<file path="config.mk">
export PLATFORM = sky130hd
export DESIGN_NAME = sfsr_core
export DESIGN_NICKNAME = d
export VERILOG_FILES = /design/src/sfsr_pkg.sv /design/src/sfsr_core.sv
export SDC_FILE = /design/constraint.sdc
export NUM_CORES = 1
export LEC_CHECK = 0
export ABC_AREA = 0
export BUFFER_PORTS_ARGS = -buffer_cell sky130_fd_sc_hd__buf_2
export CAP_MARGIN = 10
export CORE_ASPECT_RATIO = 1.2
export CORE_UTILIZATION = 40
export DETAILED_ROUTE_END_ITERATION = 6
export MAX_ROUTING_LAYER = met4
export SYNTH_ARGS = -nofsm -noshare
export SYNTH_HDL_FRONTEND = slang
export SYNTH_SLANG_ARGS = --single-unit
export TNS_END_PERCENT = 20
</file>
<file path="constraint.sdc">
create_clock -name sys_clk -period 11.4 [get_ports sys_clk]
set_input_delay 2.28 -clock sys_clk [delete_from_list [all_inputs] [get_ports sys_clk]]
set_output_delay 2.28 -clock sys_clk [all_outputs]
set_load 0.01 [all_outputs]
</file>
<file path="src/sfsr_pkg.sv">
/*
 Shared constants for the serial flash status and read command block:
 opcodes, status word layout, phase lengths, state codes and timing.
 Assumes a single 200 MHz system clock in the block that imports it.
*/
package sfsr_pkg;
   // Opcodes
   localparam logic [7:0] OP_WRITE_ENABLE = 8'h06;
   localparam logic [7:0] OP_STATUS_WRITE = 8'h01;
   localparam logic [7:0] OP_READY_POLL = 8'h25;
   localparam logic [7:0] OP_READ = 8'h03;
   localparam logic [7:0] OP_FAST_READ = 8'h0B;
   localparam logic [7:0] OP_DUAL_OUT = 8'h3B;
   localparam logic [7:0] OP_DUAL_IO = 8'hBB;
   localparam logic [7:0] OP_QUAD_OUT = 8'h6B;
   localparam logic [7:0] OP_ERASE_SUSPEND = 8'h75;
   localparam logic [7:0] OP_PROGRAM_SUSPEND = 8'hB0;
   localparam logic [7:0] OP_RESUME_A = 8'h7A;
   localparam logic [7:0] OP_RESUME_B = 8'h30;

   // Status word bit positions
   localparam int ST_BUSY = 0;
   localparam int ST_WEL = 1;
   localparam int ST_PROTECT_MODE_LOWER_BIT = 7;
   localparam int ST_PROTECT_MODE_UPPER_BIT = 8;
   localparam int ST_QE = 9;
   localparam int ST_PSUS = 10;
   localparam int ST_CMP = 14;
   localparam int ST_ESUS = 15;
   localparam logic [15:0] STATUS_RESET = 16'h0000;

   // Phase lengths, in bits or clocks
   localparam logic [4:0] OPCODE_BITS = 5'h08;
   localparam logic [4:0] ADDR_BITS = 5'h18;
   localparam logic [4:0] MODE_CLOCKS = 5'h04;
   localparam logic [4:0] DUMMY_CLOCKS = 5'h08;
   localparam logic [4:0] SW_SHORT = 5'h08;
   localparam logic [4:0] SW_LONG = 5'h10;
   localparam logic [4:0] SW_OVER = 5'h11;
   localparam logic [3:0] BYTE_BITS = 4'h8;
   localparam logic [1:0] CONT_KEEP = 2'h2;

   // Timing
   localparam int CLK_PERIOD_NS = 5;
   localparam int STATUS_WRITE_TIME_NS = 8000000;
   localparam int STATUS_WRITE_CYCLES = STATUS_WRITE_TIME_NS / CLK_PERIOD_NS;

   typedef enum logic [7:0] {
      S_OPCODE = 8'h01,
      S_ADDR = 8'h02,
      S_MODE = 8'h04,
      S_DUMMY = 8'h08,
      S_DATA = 8'h10,
      S_POLL = 8'h20,
      S_SWDATA = 8'h40,
      S_TAIL = 8'h80
   } sfsr_state_e;
endpackage

</file>
<file path="src/sfsr_core.sv">
/*
 Serial flash command engine: status word, ready polling, status write,
 and single, fast, dual-output, dual-I/O and quad-output reads.
 Assumes pins come from outside the sys_clk domain and that an external
 byte array answers each rd_req with one rd_valid pulse.
*/
//
// Overview of operation
// - Suspend commands set matching suspend flag
// - Resume or reset clears both suspend flags
// - Polling opcode; later input bits ignored
// - Polling drives busy flag continuously on output
// - Output falls when busy falls
// - Chip select high ends polling, floats output
// - Status write refused without write enable latch
// - Status write keeps suspend, latch, busy bits
// - Status write needs exactly 8 or 16 bits
// - Eight-bit write clears complement, quad, upper protect
// - Valid write starts timed busy, then clears latch
// - Hardware protected mode blocks status writes
// - Read: opcode, address in; data on falling
// - Address increments, wraps, stops on chip select
// - Fast read takes one dummy byte
// - Multi-line and fast reads rejected while busy
// - Dual output: address, 8 dummies, two lines
// - Dual I/O: address, dummies, data two lines
// - Mode bits 10 skip next opcode
// - Other mode bits require full opcode next
// - Quad output: address, 8 dummies, four lines
// - Framed write enable command sets latch
// - Quad enable turns protect pin into data
`timescale 1ns/1ps
module sfsr_core
   import sfsr_pkg::*;
#(
   parameter int MEM_ADDR_W = 16,
   parameter int STATUS_WRITE_CYC = STATUS_WRITE_CYCLES
) (
   // Clock and reset
   input wire logic sys_clk,
   input wire logic reset_n,
   // Serial pins
   input wire logic cs_n,
   input wire logic sclk,
   input wire logic data_line_zero_in,
   output logic data_line_zero_out,
   output logic data_line_zero_oe_n,
   input wire logic data_line_one_in,
   output logic data_line_one_out,
   output logic data_line_one_oe_n,
   input wire logic data_line_two_in,
   output logic data_line_two_out,
   output logic data_line_two_oe_n,
   input wire logic data_line_three_in,
   output logic data_line_three_out,
   output logic data_line_three_oe_n,
   // Array fetch port
   output logic rd_req,
   output logic [MEM_ADDR_W-1:0] rd_addr,
   output logic rd_ready,
   input wire logic rd_valid,
   input wire logic [7:0] rd_data,
   // Status word
   output logic [15:0] status_word
);
   localparam int TW_W = $clog2(STATUS_WRITE_CYC + 1);

   logic [5:0] sync1, sync2, next_sync1, next_sync2;
   logic sclk_q, cs_q, next_sclk_q, next_cs_q;
   sfsr_state_e state, next_state;
   logic [7:0] opcode, next_opcode, mode_sr, next_mode_sr;
   logic [7:0] out_sr, next_out_sr;
   logic [4:0] cnt, next_cnt;
   logic [23:0] addr, next_addr;
   logic [15:0] sw_sr, next_sw_sr, status, next_status;
   logic [3:0] out_left, next_out_left, dout, next_dout, doe_n, next_doe_n;
   logic extra, next_extra, cont_mode, next_cont_mode;
   logic fetching, next_fetching, pending, next_pending, drop, next_drop;
   logic [TW_W-1:0] timer, next_timer;
   logic [MEM_ADDR_W-1:0] fetch_addr, next_fetch_addr, next_rd_addr;
   logic next_rd_req, next_rd_ready;
   logic [MEM_ADDR_W-1:0] next_fetch_ptr;
   logic [7:0] buf_mem [2];
   logic [7:0] next_buf [2];
   logic wr_ptr, rd_ptr, next_wr_ptr, next_rd_ptr;
   logic [1:0] count, next_count;

   logic rise, fall, cs_low, cs_rise, wp_level, prot, push, pop;
   logic [7:0] op, cur, lo;
   logic [23:0] a_new;
   logic [3:0] left_base;

   assign rise = sync2[4] & ~sclk_q;
   assign fall = ~sync2[4] & sclk_q;
   assign cs_low = ~sync2[5];
   assign cs_rise = sync2[5] & ~cs_q;
   // Protect pin is a data line once quad is enabled
   assign wp_level = status[ST_QE] | sync2[2];
   assign prot = status[ST_PROTECT_MODE_UPPER_BIT] | (status[ST_PROTECT_MODE_LOWER_BIT] & ~wp_level);

   always_comb begin
      next_sync1 = {cs_n, sclk, data_line_three_in, data_line_two_in,
                    data_line_one_in, data_line_zero_in};
      next_sync2 = sync1;
      next_sclk_q = sync2[4];
      next_cs_q = sync2[5];
      next_state = state;
      next_opcode = opcode;
      next_mode_sr = mode_sr;
      next_out_sr = out_sr;
      next_cnt = cnt;
      next_addr = addr;
      next_sw_sr = sw_sr;
      next_status = status;
      next_out_left = out_left;
      next_dout = dout;
      next_doe_n = doe_n;
      next_extra = extra;
      next_cont_mode = cont_mode;
      next_fetching = fetching;
      next_timer = timer;
      next_fetch_addr = fetch_addr;
      op = {opcode[6:0], sync2[0]};
      cur = out_sr;
      lo = sw_sr[7:0];
      a_new = addr;
      left_base = out_left;
      pop = 1'b0;
      // Timed status write cycle
      if (status[ST_BUSY]) begin
         if (timer == '0) begin
            next_status[ST_BUSY] = 1'b0;
            next_status[ST_WEL] = 1'b0;
         end else begin
            next_timer = timer - 1'b1;
         end
      end
      if (!cs_low) begin
         next_doe_n = 4'hF;
         if (cs_rise) begin
            if (state == S_TAIL && !extra && opcode == OP_WRITE_ENABLE) begin
               next_status[ST_WEL] = 1'b1;
            end
            if (state == S_SWDATA && (cnt == SW_SHORT || cnt == SW_LONG)
                && status[ST_WEL] && !prot && !status[ST_BUSY]) begin
               lo = (cnt == SW_SHORT) ? sw_sr[7:0] : sw_sr[15:8];
               next_status[7:2] = lo[7:2];
               if (cnt == SW_SHORT) begin
                  next_status[ST_CMP] = 1'b0;
                  next_status[ST_QE] = 1'b0;
                  next_status[ST_PROTECT_MODE_UPPER_BIT] = 1'b0;
               end else begin
                  next_status[ST_CMP] = sw_sr[6];
                  next_status[13:11] = status[13:11] | sw_sr[5:3];
                  next_status[ST_QE] = sw_sr[1];
                  next_status[ST_PROTECT_MODE_UPPER_BIT] = sw_sr[0];
               end
               next_status[ST_BUSY] = 1'b1;
               next_timer = TW_W'(STATUS_WRITE_CYC - 1);
            end
         end
         // Continuous read resumes at the address phase
         next_state = cont_mode ? S_ADDR : S_OPCODE;
         next_cnt = '0;
         next_extra = 1'b0;
         next_out_left = '0;
         next_fetching = 1'b0;
      end else if (rise) begin
         case (state)
            S_OPCODE: begin
               next_opcode = op;
               next_cnt = cnt + 5'h01;
               if (cnt == OPCODE_BITS - 5'h01) begin
                  next_cnt = '0;
                  next_state = S_TAIL;
                  next_extra = 1'b1;
                  case (op)
                     OP_WRITE_ENABLE: next_extra = 1'b0;
                     OP_STATUS_WRITE: next_state = S_SWDATA;
                     OP_READY_POLL: next_state = S_POLL;
                     OP_READ: next_state = S_ADDR;
                     OP_FAST_READ, OP_DUAL_OUT, OP_DUAL_IO: begin
                        if (!status[ST_BUSY]) begin
                           next_state = S_ADDR;
                        end
                     end
                     OP_QUAD_OUT: begin
                        if (!status[ST_BUSY] && status[ST_QE]) begin
                           next_state = S_ADDR;
                        end
                     end
                     OP_ERASE_SUSPEND: next_status[ST_ESUS] = 1'b1;
                     OP_PROGRAM_SUSPEND: next_status[ST_PSUS] = 1'b1;
                     OP_RESUME_A, OP_RESUME_B: begin
                        next_status[ST_ESUS] = 1'b0;
                        next_status[ST_PSUS] = 1'b0;
                     end
                     default: next_extra = 1'b1;
                  endcase
               end
            end
            S_ADDR: begin
               if (opcode == OP_DUAL_IO) begin
                  a_new = {addr[21:0], sync2[1], sync2[0]};
                  next_cnt = cnt + 5'h02;
               end else begin
                  a_new = {addr[22:0], sync2[0]};
                  next_cnt = cnt + 5'h01;
               end
               next_addr = a_new;
               if (next_cnt == ADDR_BITS) begin
                  next_cnt = '0;
                  next_fetch_addr = a_new[MEM_ADDR_W-1:0];
                  next_fetching = 1'b1;
                  if (opcode == OP_READ) begin
                     next_state = S_DATA;
                  end else if (opcode == OP_DUAL_IO) begin
                     next_state = S_MODE;
                  end else begin
                     next_state = S_DUMMY;
                  end
               end
            end
            S_MODE: begin
               next_mode_sr = {mode_sr[5:0], sync2[1], sync2[0]};
               next_cnt = cnt + 5'h01;
               if (cnt == MODE_CLOCKS - 5'h01) begin
                  next_cont_mode = (mode_sr[3:2] == CONT_KEEP);
                  next_state = S_DUMMY;
               end
            end
            S_DUMMY: begin
               next_cnt = cnt + 5'h01;
               if (cnt == DUMMY_CLOCKS - 5'h01) begin
                  next_cnt = '0;
                  next_state = S_DATA;
               end
            end
            S_SWDATA: begin
               next_sw_sr = {sw_sr[14:0], sync2[0]};
               next_cnt = (cnt == SW_OVER) ? SW_OVER : cnt + 5'h01;
            end
            S_TAIL: next_extra = 1'b1;
            default: ;
         endcase
      end else if (fall && state == S_DATA) begin
         if (out_left == '0) begin
            cur = buf_mem[rd_ptr];
            pop = (count != 2'h0);
            left_base = BYTE_BITS;
         end
         case (opcode)
            OP_DUAL_OUT, OP_DUAL_IO: begin
               next_dout[1:0] = cur[7:6];
               next_doe_n = 4'b1100;
               next_out_sr = {cur[5:0], 2'b00};
               next_out_left = left_base - 4'h2;
            end
            OP_QUAD_OUT: begin
               next_dout = cur[7:4];
               next_doe_n = 4'b0000;
               next_out_sr = {cur[3:0], 4'h0};
               next_out_left = left_base - 4'h4;
            end
            default: begin
               next_dout[1] = cur[7];
               next_doe_n = 4'b1101;
               next_out_sr = {cur[6:0], 1'b0};
               next_out_left = left_base - 4'h1;
            end
         endcase
      end
      if (cs_low && state == S_POLL) begin
         next_dout[1] = status[ST_BUSY];
         next_doe_n = 4'b1101;
      end
   end

   // Two-entry byte buffer between array and output shifter
   always_comb begin
      push = rd_valid & rd_ready & ~drop;
      next_buf = buf_mem;
      next_wr_ptr = wr_ptr;
      next_rd_ptr = rd_ptr;
      next_count = count;
      next_pending = pending;
      next_drop = drop;
      next_rd_req = 1'b0;
      next_rd_addr = rd_addr;
      if (rd_valid) begin
         next_pending = 1'b0;
         next_drop = 1'b0;
      end
      if (push) begin
         next_buf[wr_ptr] = rd_data;
         next_wr_ptr = ~wr_ptr;
      end
      if (pop) begin
         next_rd_ptr = ~rd_ptr;
      end
      next_count = count + {1'b0, push} - {1'b0, pop};
      if (!cs_low) begin
         next_count = '0;
         next_wr_ptr = 1'b0;
         next_rd_ptr = 1'b0;
         next_drop = (pending | drop) & ~rd_valid;
      end else if (fetching && !next_pending && !next_drop
                   && next_count != 2'h2) begin
         next_rd_req = 1'b1;
         next_rd_addr = fetch_addr;
         next_pending = 1'b1;
      end
      next_rd_ready = (next_count != 2'h2);
      // Fetch address wraps to zero past the top of the array
      next_fetch_ptr = next_rd_req ? fetch_addr + 1'b1 : next_fetch_addr;
   end

   always_ff @(posedge sys_clk or negedge reset_n) begin
      if (!reset_n) begin
         sync1 <= 6'h20;
         sync2 <= 6'h20;
         sclk_q <= 1'b0;
         cs_q <= 1'b1;
         state <= S_OPCODE;
         opcode <= 8'h00;
         mode_sr <= 8'h00;
         out_sr <= 8'h00;
         cnt <= 5'h00;
         addr <= 24'h000000;
         sw_sr <= 16'h0000;
         status <= STATUS_RESET;
         out_left <= 4'h0;
         dout <= 4'h0;
         doe_n <= 4'hF;
         extra <= 1'b0;
         cont_mode <= 1'b0;
         fetching <= 1'b0;
         pending <= 1'b0;
         drop <= 1'b0;
         timer <= '0;
         fetch_addr <= '0;
         rd_req <= 1'b0;
         rd_addr <= '0;
         rd_ready <= 1'b1;
         buf_mem[0] <= 8'h00;
         buf_mem[1] <= 8'h00;
         wr_ptr <= 1'b0;
         rd_ptr <= 1'b0;
         count <= 2'h0;
      end else begin
         sync1 <= next_sync1;
         sync2 <= next_sync2;
         sclk_q <= next_sclk_q;
         cs_q <= next_cs_q;
         state <= next_state;
         opcode <= next_opcode;
         mode_sr <= next_mode_sr;
         out_sr <= next_out_sr;
         cnt <= next_cnt;
         addr <= next_addr;
         sw_sr <= next_sw_sr;
         status <= next_status;
         out_left <= next_out_left;
         dout <= next_dout;
         doe_n <= next_doe_n;
         extra <= next_extra;
         cont_mode <= next_cont_mode;
         fetching <= next_fetching;
         pending <= next_pending;
         drop <= next_drop;
         timer <= next_timer;
         fetch_addr <= next_fetch_ptr;
         rd_req <= next_rd_req;
         rd_addr <= next_rd_addr;
         rd_ready <= next_rd_ready;
         buf_mem <= next_buf;
         wr_ptr <= next_wr_ptr;
         rd_ptr <= next_rd_ptr;
         count <= next_count;
      end
   end

   assign data_line_zero_out = dout[0];
   assign data_line_one_out = dout[1];
   assign data_line_two_out = dout[2];
   assign data_line_three_out = dout[3];
   assign data_line_zero_oe_n = doe_n[0];
   assign data_line_one_oe_n = doe_n[1];
   assign data_line_two_oe_n = doe_n[2];
   assign data_line_three_oe_n = doe_n[3];
   assign status_word = status;
endmodule

</file>
==> Word level (Yosys, flattened, before mapping) <==
Cells that the tools add are included.
{ "word_totals": {"ff_bits": 186, "romBits": 0, "input_bits": 17, "out_inout_bits": 42, "ramBits": 0, "mem_count": 0, "latch_bits": 0} }
{ "classes": {"eq_ne": 43, "bitwise_logic": 24, "shifts": 0, "n_addsub": 9, "order_cmp": 3, "n_reduce_logical": 64, "multipliers": 0, "n_div": 0, "muxes": 97} }
{ "op_table": {"columns": ["op", "count"], "rows": [
  ["$mux 8", 14],
  ["$mux 21", 5],
  ["$mux 16", 6],
  ["$mux 5", 10],
  ["$mux 4", 12],
  ["$eq 8x6->1 const B", 5],
  ["$eq 8x7->1 const B", 5],
  ["$pmux 8 s5", 1],
  ["$eq 8x8->1 const B", 4],
  ["$pmux 8 s4", 1],
  ["$mux 1", 28],
  ["$reduce_bool 2->1", 14],
  ["$reduce_and 3->1", 9],
  ["$eq 8x2->1 const B", 3],
  ["$eq 8x3->1 const B", 3],
  ["$logic_not 21->1", 1],
  ["$sub 21x1->21 const B", 1],
  ["$mux 2", 10],
  ["$pmux 5 s4", 1],
  ["$reduce_and 4->1", 5],
  ["$add 16x1->16 const B", 1],
  ["$bwmux 16", 1],
  ["$eq 8x1->1 const B", 2],
  ["$eq 8x4->1 const B", 2],
  ["other kinds (39)", 96]
]} }

==> Logic depth before layout (Yosys ltp) <==
{ "logic_depth": {"ltp_word": 13, "depth_mapped": 17, "depth_no_buf": 14} }

==> Worst setup path before layout <==
Ideal clock, no wire load.
{ "synth_timing": {"kind": "input to register", "startpoint": "input port rd_valid", "endpoint": "register fetch_addr[14]", "path_buffers": 3, "arrival_ps": 4474, "path_stages": 10, "setup_time_ps": 79, "path_slack_ps": 6847, "cell_sequence": "nand3b_1 -> ha_1 -> inv_1 -> ha_1 -> xnor3_1 -> o221ai_1 -> clkbuf_1 -> clkbuf_1 -> buf_1 -> mux2i_1"} }
{ "synth_via": {"elab_chain_cells": 10, "elab_cells_between_ends": 20} }
{ "synth_rtl": {"columns": ["element", "line_no", "rtl"], "rows": [
  ["start, declared", "sfsr_core.sv:61", "input wire logic rd_valid,"],
  ["$and 1x1->1 (2 in series)", "sfsr_core.sv:281", "push = rd_valid & rd_ready & ~drop;"],
  ["$add 2x1->2", "sfsr_core.sv:301", "next_count = count + {1'b0, push} - {1'b0, pop};"],
  ["$sub 2x1->2", "sfsr_core.sv:301", null],
  ["$ne 2x2->1", "sfsr_core.sv:308", "&& next_count != 2'h2) begin"],
  ["$logic_and 1x1->1 *", "sfsr_core.sv:308", null],
  ["$mux 1 *", "sfsr_core.sv:307", "end else if (fetching && !next_pending && !next_drop"],
  ["$mux 1 *", "sfsr_core.sv:302", "if (!cs_low) begin"],
  ["$ne 2x1->1 (no source line) or $reduce_bool 2->1 (tied branches)", null, null],
  ["$reduce_and 4->1 (no source line)", null, null],
  ["end signal, assigned", "sfsr_core.sv:372", "fetch_addr <= next_fetch_ptr;"],
  ["end, declared", "sfsr_core.sv:80", "logic [MEM_ADDR_W-1:0] fetch_addr, next_fetch_addr, next_rd_addr;"]
]} }
Mark *: on every way between the ends. The rest lies on a longest branch, timed or not.
A chain may end at the register's enable or synchronous reset.

==> Worst setup path in the final report <==
{ "layout_timing": {"startpoint": "register state[3]", "endpoint": "register fetch_addr[8]"} }
{ "layout_via": {"elab_chain_cells": 12, "elab_cells_between_ends": 17} }
{ "layout_rtl": {"columns": ["element", "line_no", "rtl"], "rows": [
  ["start, declared", "sfsr_core.sv:70", "sfsr_state_e state, next_state;"],
  ["start signal, assigned", "sfsr_core.sv:355", "state <= next_state;"],
  ["$eq 8x5->1", "sfsr_core.sv:246", "end else if (fall && state == S_DATA) begin"],
  ["$logic_and 1x1->1", "sfsr_core.sv:246", null],
  ["$mux 1", "sfsr_core.sv:246", null],
  ["$mux 1", "sfsr_core.sv:168", "end else if (rise) begin"],
  ["$mux 1", "sfsr_core.sv:138", "if (!cs_low) begin"],
  ["$sub 2x1->2", "sfsr_core.sv:301", null],
  ["$ne 2x2->1", "sfsr_core.sv:308", null],
  ["$logic_and 1x1->1", "sfsr_core.sv:308", null],
  ["$mux 1", "sfsr_core.sv:307", null],
  ["$mux 1", "sfsr_core.sv:302", null],
  ["$ne 2x1->1 (no source line) or $reduce_bool 2->1 (tied branches)", null, null],
  ["$reduce_and 4->1 (no source line)", null, null]
]} }
Several ways; a longest one is shown, not always the timed one.

==> metrics.txt <==
R2R Setup Slk about 6 ns; Least-Margin Pin Slew 1.00 ns; Sw Share between 20 and 30%; DP Wirelength 13400 µm; Synth Net Count 953; standard-cell rows 60; post_cts resized 0; RSZ-0062 raised after global routing no; worst clock skew 0.0170 ns; Max transition margin between 30% and 40%; Nets about 980; cells after synthesis 924; internal power 0.00110 W; Setup CP Type flop to flop; drt first pass iters 5; Crit. End Element flop; CTS tree yes; ant diodes 0; WHS Path Cells 0; status completed; Setup crit start state[3]$_DFFE_PN0P_; Final setup viols 0; largest net degree at the start of global routing 112; fin util between 40% and 50%; Worst Hold Class flop to flop; maxcap violations 0; post-synthesis mux area share 9.78%; DIE AREA ~0.024 mm²; Synth top area share 47.4%; CTS sink count between 150 and 200; Syn Area/Cell around 9.9 µm²; Worst-path clk slew around 0.08 ns; Port Buffer Count 57; clock latency on the worst-skew pair ~0.44 ns; first-pass GRT wire length 34200 µm; Power per Cell Area 152 mW/mm²; synthesis-stage register bit count 182; worst-case clock buffer depth 2; routability cong. between 0.8 and 0.9; Critical Path RT 11.78 ns; worst vdd ir 0.111 mV; top cells by area, synth dfrtp_1 (47%), mux2_2 (6.1%), nand2_1 (5.6%); Post-CTS Setup Inserts 0; Compound-Gate Fraction of Synth Area 13.3%; post-synthesis xor/xnor area fraction 2.72%; Clk network pwr share 38.3%; Synth Area in Simple Gates 19.5%; Syn-to-layout area delta 12.1%; Post-Synth Adder-Cell Area 1.63%; drt drc 0; 1st-iter DRT viols about 460; I/O pin cnt 59; sw power ~0.00047 W; Die X between 100 and 150 µm; Worst Hold Slack 0.350 ns; Via density 5.50; Combinational Power Share 14.3%; period utilization approximately 48%; Flop pwr share 47.4%; vias in the first global route 6692; sequential area share after synthesis 49.7%; Total GRT Usage 18.5%; R2R depth 14; worst-path fanout max 50; Post-synth EDFFs 0; critical path data arrival time 5.80 ns; WL per Instance 16.0 µm; Slew Viols, Final 0; Worst R2R End fetch_addr[8]$_DFFE_PN0P_; main combinational cell family by area after synthesis simple AND/OR/NAND/NOR gates; share of layout cells above drive strength 1 17.9%; WL final approximately 20000 µm; gr ovfl total 0; initial antenna violation count 0; final hold violation count 0; fmax between 150 and 200 MHz; most common cell in the netlist dfrtp_1; synth warn 0; htree depth 4; Synth area leader dfrtp_1; CTS Hold Bufs 0; Pleak around 4.8 nW; post-synth cell types between 70 and 80; ys flop type dfrtp_1; Final ANT Viol Nets 0; Die Ht 168 µm; Post-Syn Area about 0.009 mm²; Hold EP sync2[0]$_DFF_PN0_; TritonCTS buffer count 17; core area 0.0224 mm²; Synth async-reset ratio 100%; post-layout min period between 5 and 6 ns; Starting Density 40.9%; startpoint types flop; min-delay src next_sync2[0]$_DFF_PN0_; Synth top cells by count dfrtp_1 (174), nand2_1 (137), o21ai_0 (63), nor2_1 (58), mux2_2 (50); via count 6851; setup TNS 0 ns; worst reg2reg startpoint state[3]$_DFFE_PN0P_; CTS Root Cell clkbuf_16
metal layers:
layer / track usage (%) / vias to the layer above / share of wire [%]
li1: - / 3377 / -
met3: 2.76 / 25 / 2.6
met4: 5.92 / 0 / 1.6
met5: - / - / 0
met2: 29.7 / 108 / 49
met1: 24.1 / 3341 / 47
registers in the layout, indices dropped and copies added (netlist names), 2 cells and up:
| register | cells |
|---|---|
| cnt | 5 |
| dout | 4 |
| out_left | 4 |
| fetch_addr | 16 |
| count | 2 |
| out_sr | 7 |
| sync2 | 5 |
| doe_n | 3 |
| next_sync2 | 5 |
| addr | 15 |
| sw_sr | 16 |
| rd_addr | 16 |
| state | 8 |
| mode_sr | 4 |
| buf_mem | 16 |
| timer | 21 |
| status_word | 16 |
| opcode | 8 |
area by class of cell:
class	count	area, µm²
Inverter	23	86.3
Multi-Input combinational cell	665	4350
Sequential cell	182	4560
Clock buffer	19	443
Clock inverter	13	159
Timing Repair Buffer	65	354
Tap cell	279	349
Fill cell	2117	12100
power by group through the flow:
| stage | clock network, W | registers, W | logic, W |
|---|---|---|---|
| floorplan | 0 | 0.000717 | 0.000194 |
| finish | 0.000600 | 0.000743 | 0.000225 |
| CTS | 0.000615 | 0.000742 | 0.000226 |
| global route | 0.000641 | 0.000752 | 0.000253 |
| global placement | 0 | 0.000754 | 0.000222 |
| detailed placement | 0 | 0.000755 | 0.000224 |
cells by family after synthesis:
| group | Yosys count |
|---|---|
| AOI/OAI and AO/OA | 185 |
| xor gates and xnor gates | 27 |
| adders and majority gates | 12 |
| buffers and inverters | 77 |
| DFF | 182 |
| muxes | 83 |
| and+or+nand+nor | 358 |
critical path, stage by stage (launching register included):
cell	delay, ns
dfrtp_1	0.58
or4_1	0.57
nor4_1	0.67
nand2_1	0.61
nor2_1	0.24
ha_1	0.25
inv_1	0.05
ha_1	0.15
xnor3_1	0.28
o221ai_4	0.18
buf_4	0.45
inv_1	0.55
and3_1	0.35
a311oi_1	0.26
o21a_1	0.17
per-stage QoR:
step	instance area [µm²]	power, W	instances	setup WS [ns]
4_1_cts	10300	0.00158	1246	5.97
6_report	10300	0.00157	1246	5.98
3_3_place_gp	9700	0.000976	1214	6.00
2_1_floorplan	9190	0.000911	924	6.85
3_5_place_dp	9700	0.000979	1214	5.96
5_1_grt	10300	0.00165	1246	5.41
layout by cell type (no fill, tap or decap), drive strengths merged, types with 7 or more instances in the layout:
cell / instances
nand4: 12
nor2: 58
nor4: 11
nor2b: 13
dfstp: 8
or3: 15
xor2: 8
mux2: 51
clkbuf: 20
inv: 29
a21oi: 26
ha: 12
and3: 8
or4: 7
buf: 64
xnor2: 18
o21ai: 65
o211ai: 7
nand3: 26
a311oi: 7
o21a: 8
dfrtp: 174
a21o: 9
nor3: 28
nand2: 138
mux2i: 32
how the worst max path moves through the flow:
stage	end	cells past startpoint
6_report	fetch_addr[8]$_DFFE_PN0P_	14
5_1_grt	fetch_addr[8]$_DFFE_PN0P_	14
4_1_cts	fetch_addr[8]$_DFFE_PN0P_	14
3_5_place_dp	fetch_addr[8]$_DFFE_PN0P_	12
3_3_place_gp	fetch_addr[8]$_DFFE_PN0P_	14
2_1_floorplan	fetch_addr[14]$_DFFE_PN0P_	10
Note: power is estimated with default switching activity, not from simulation.
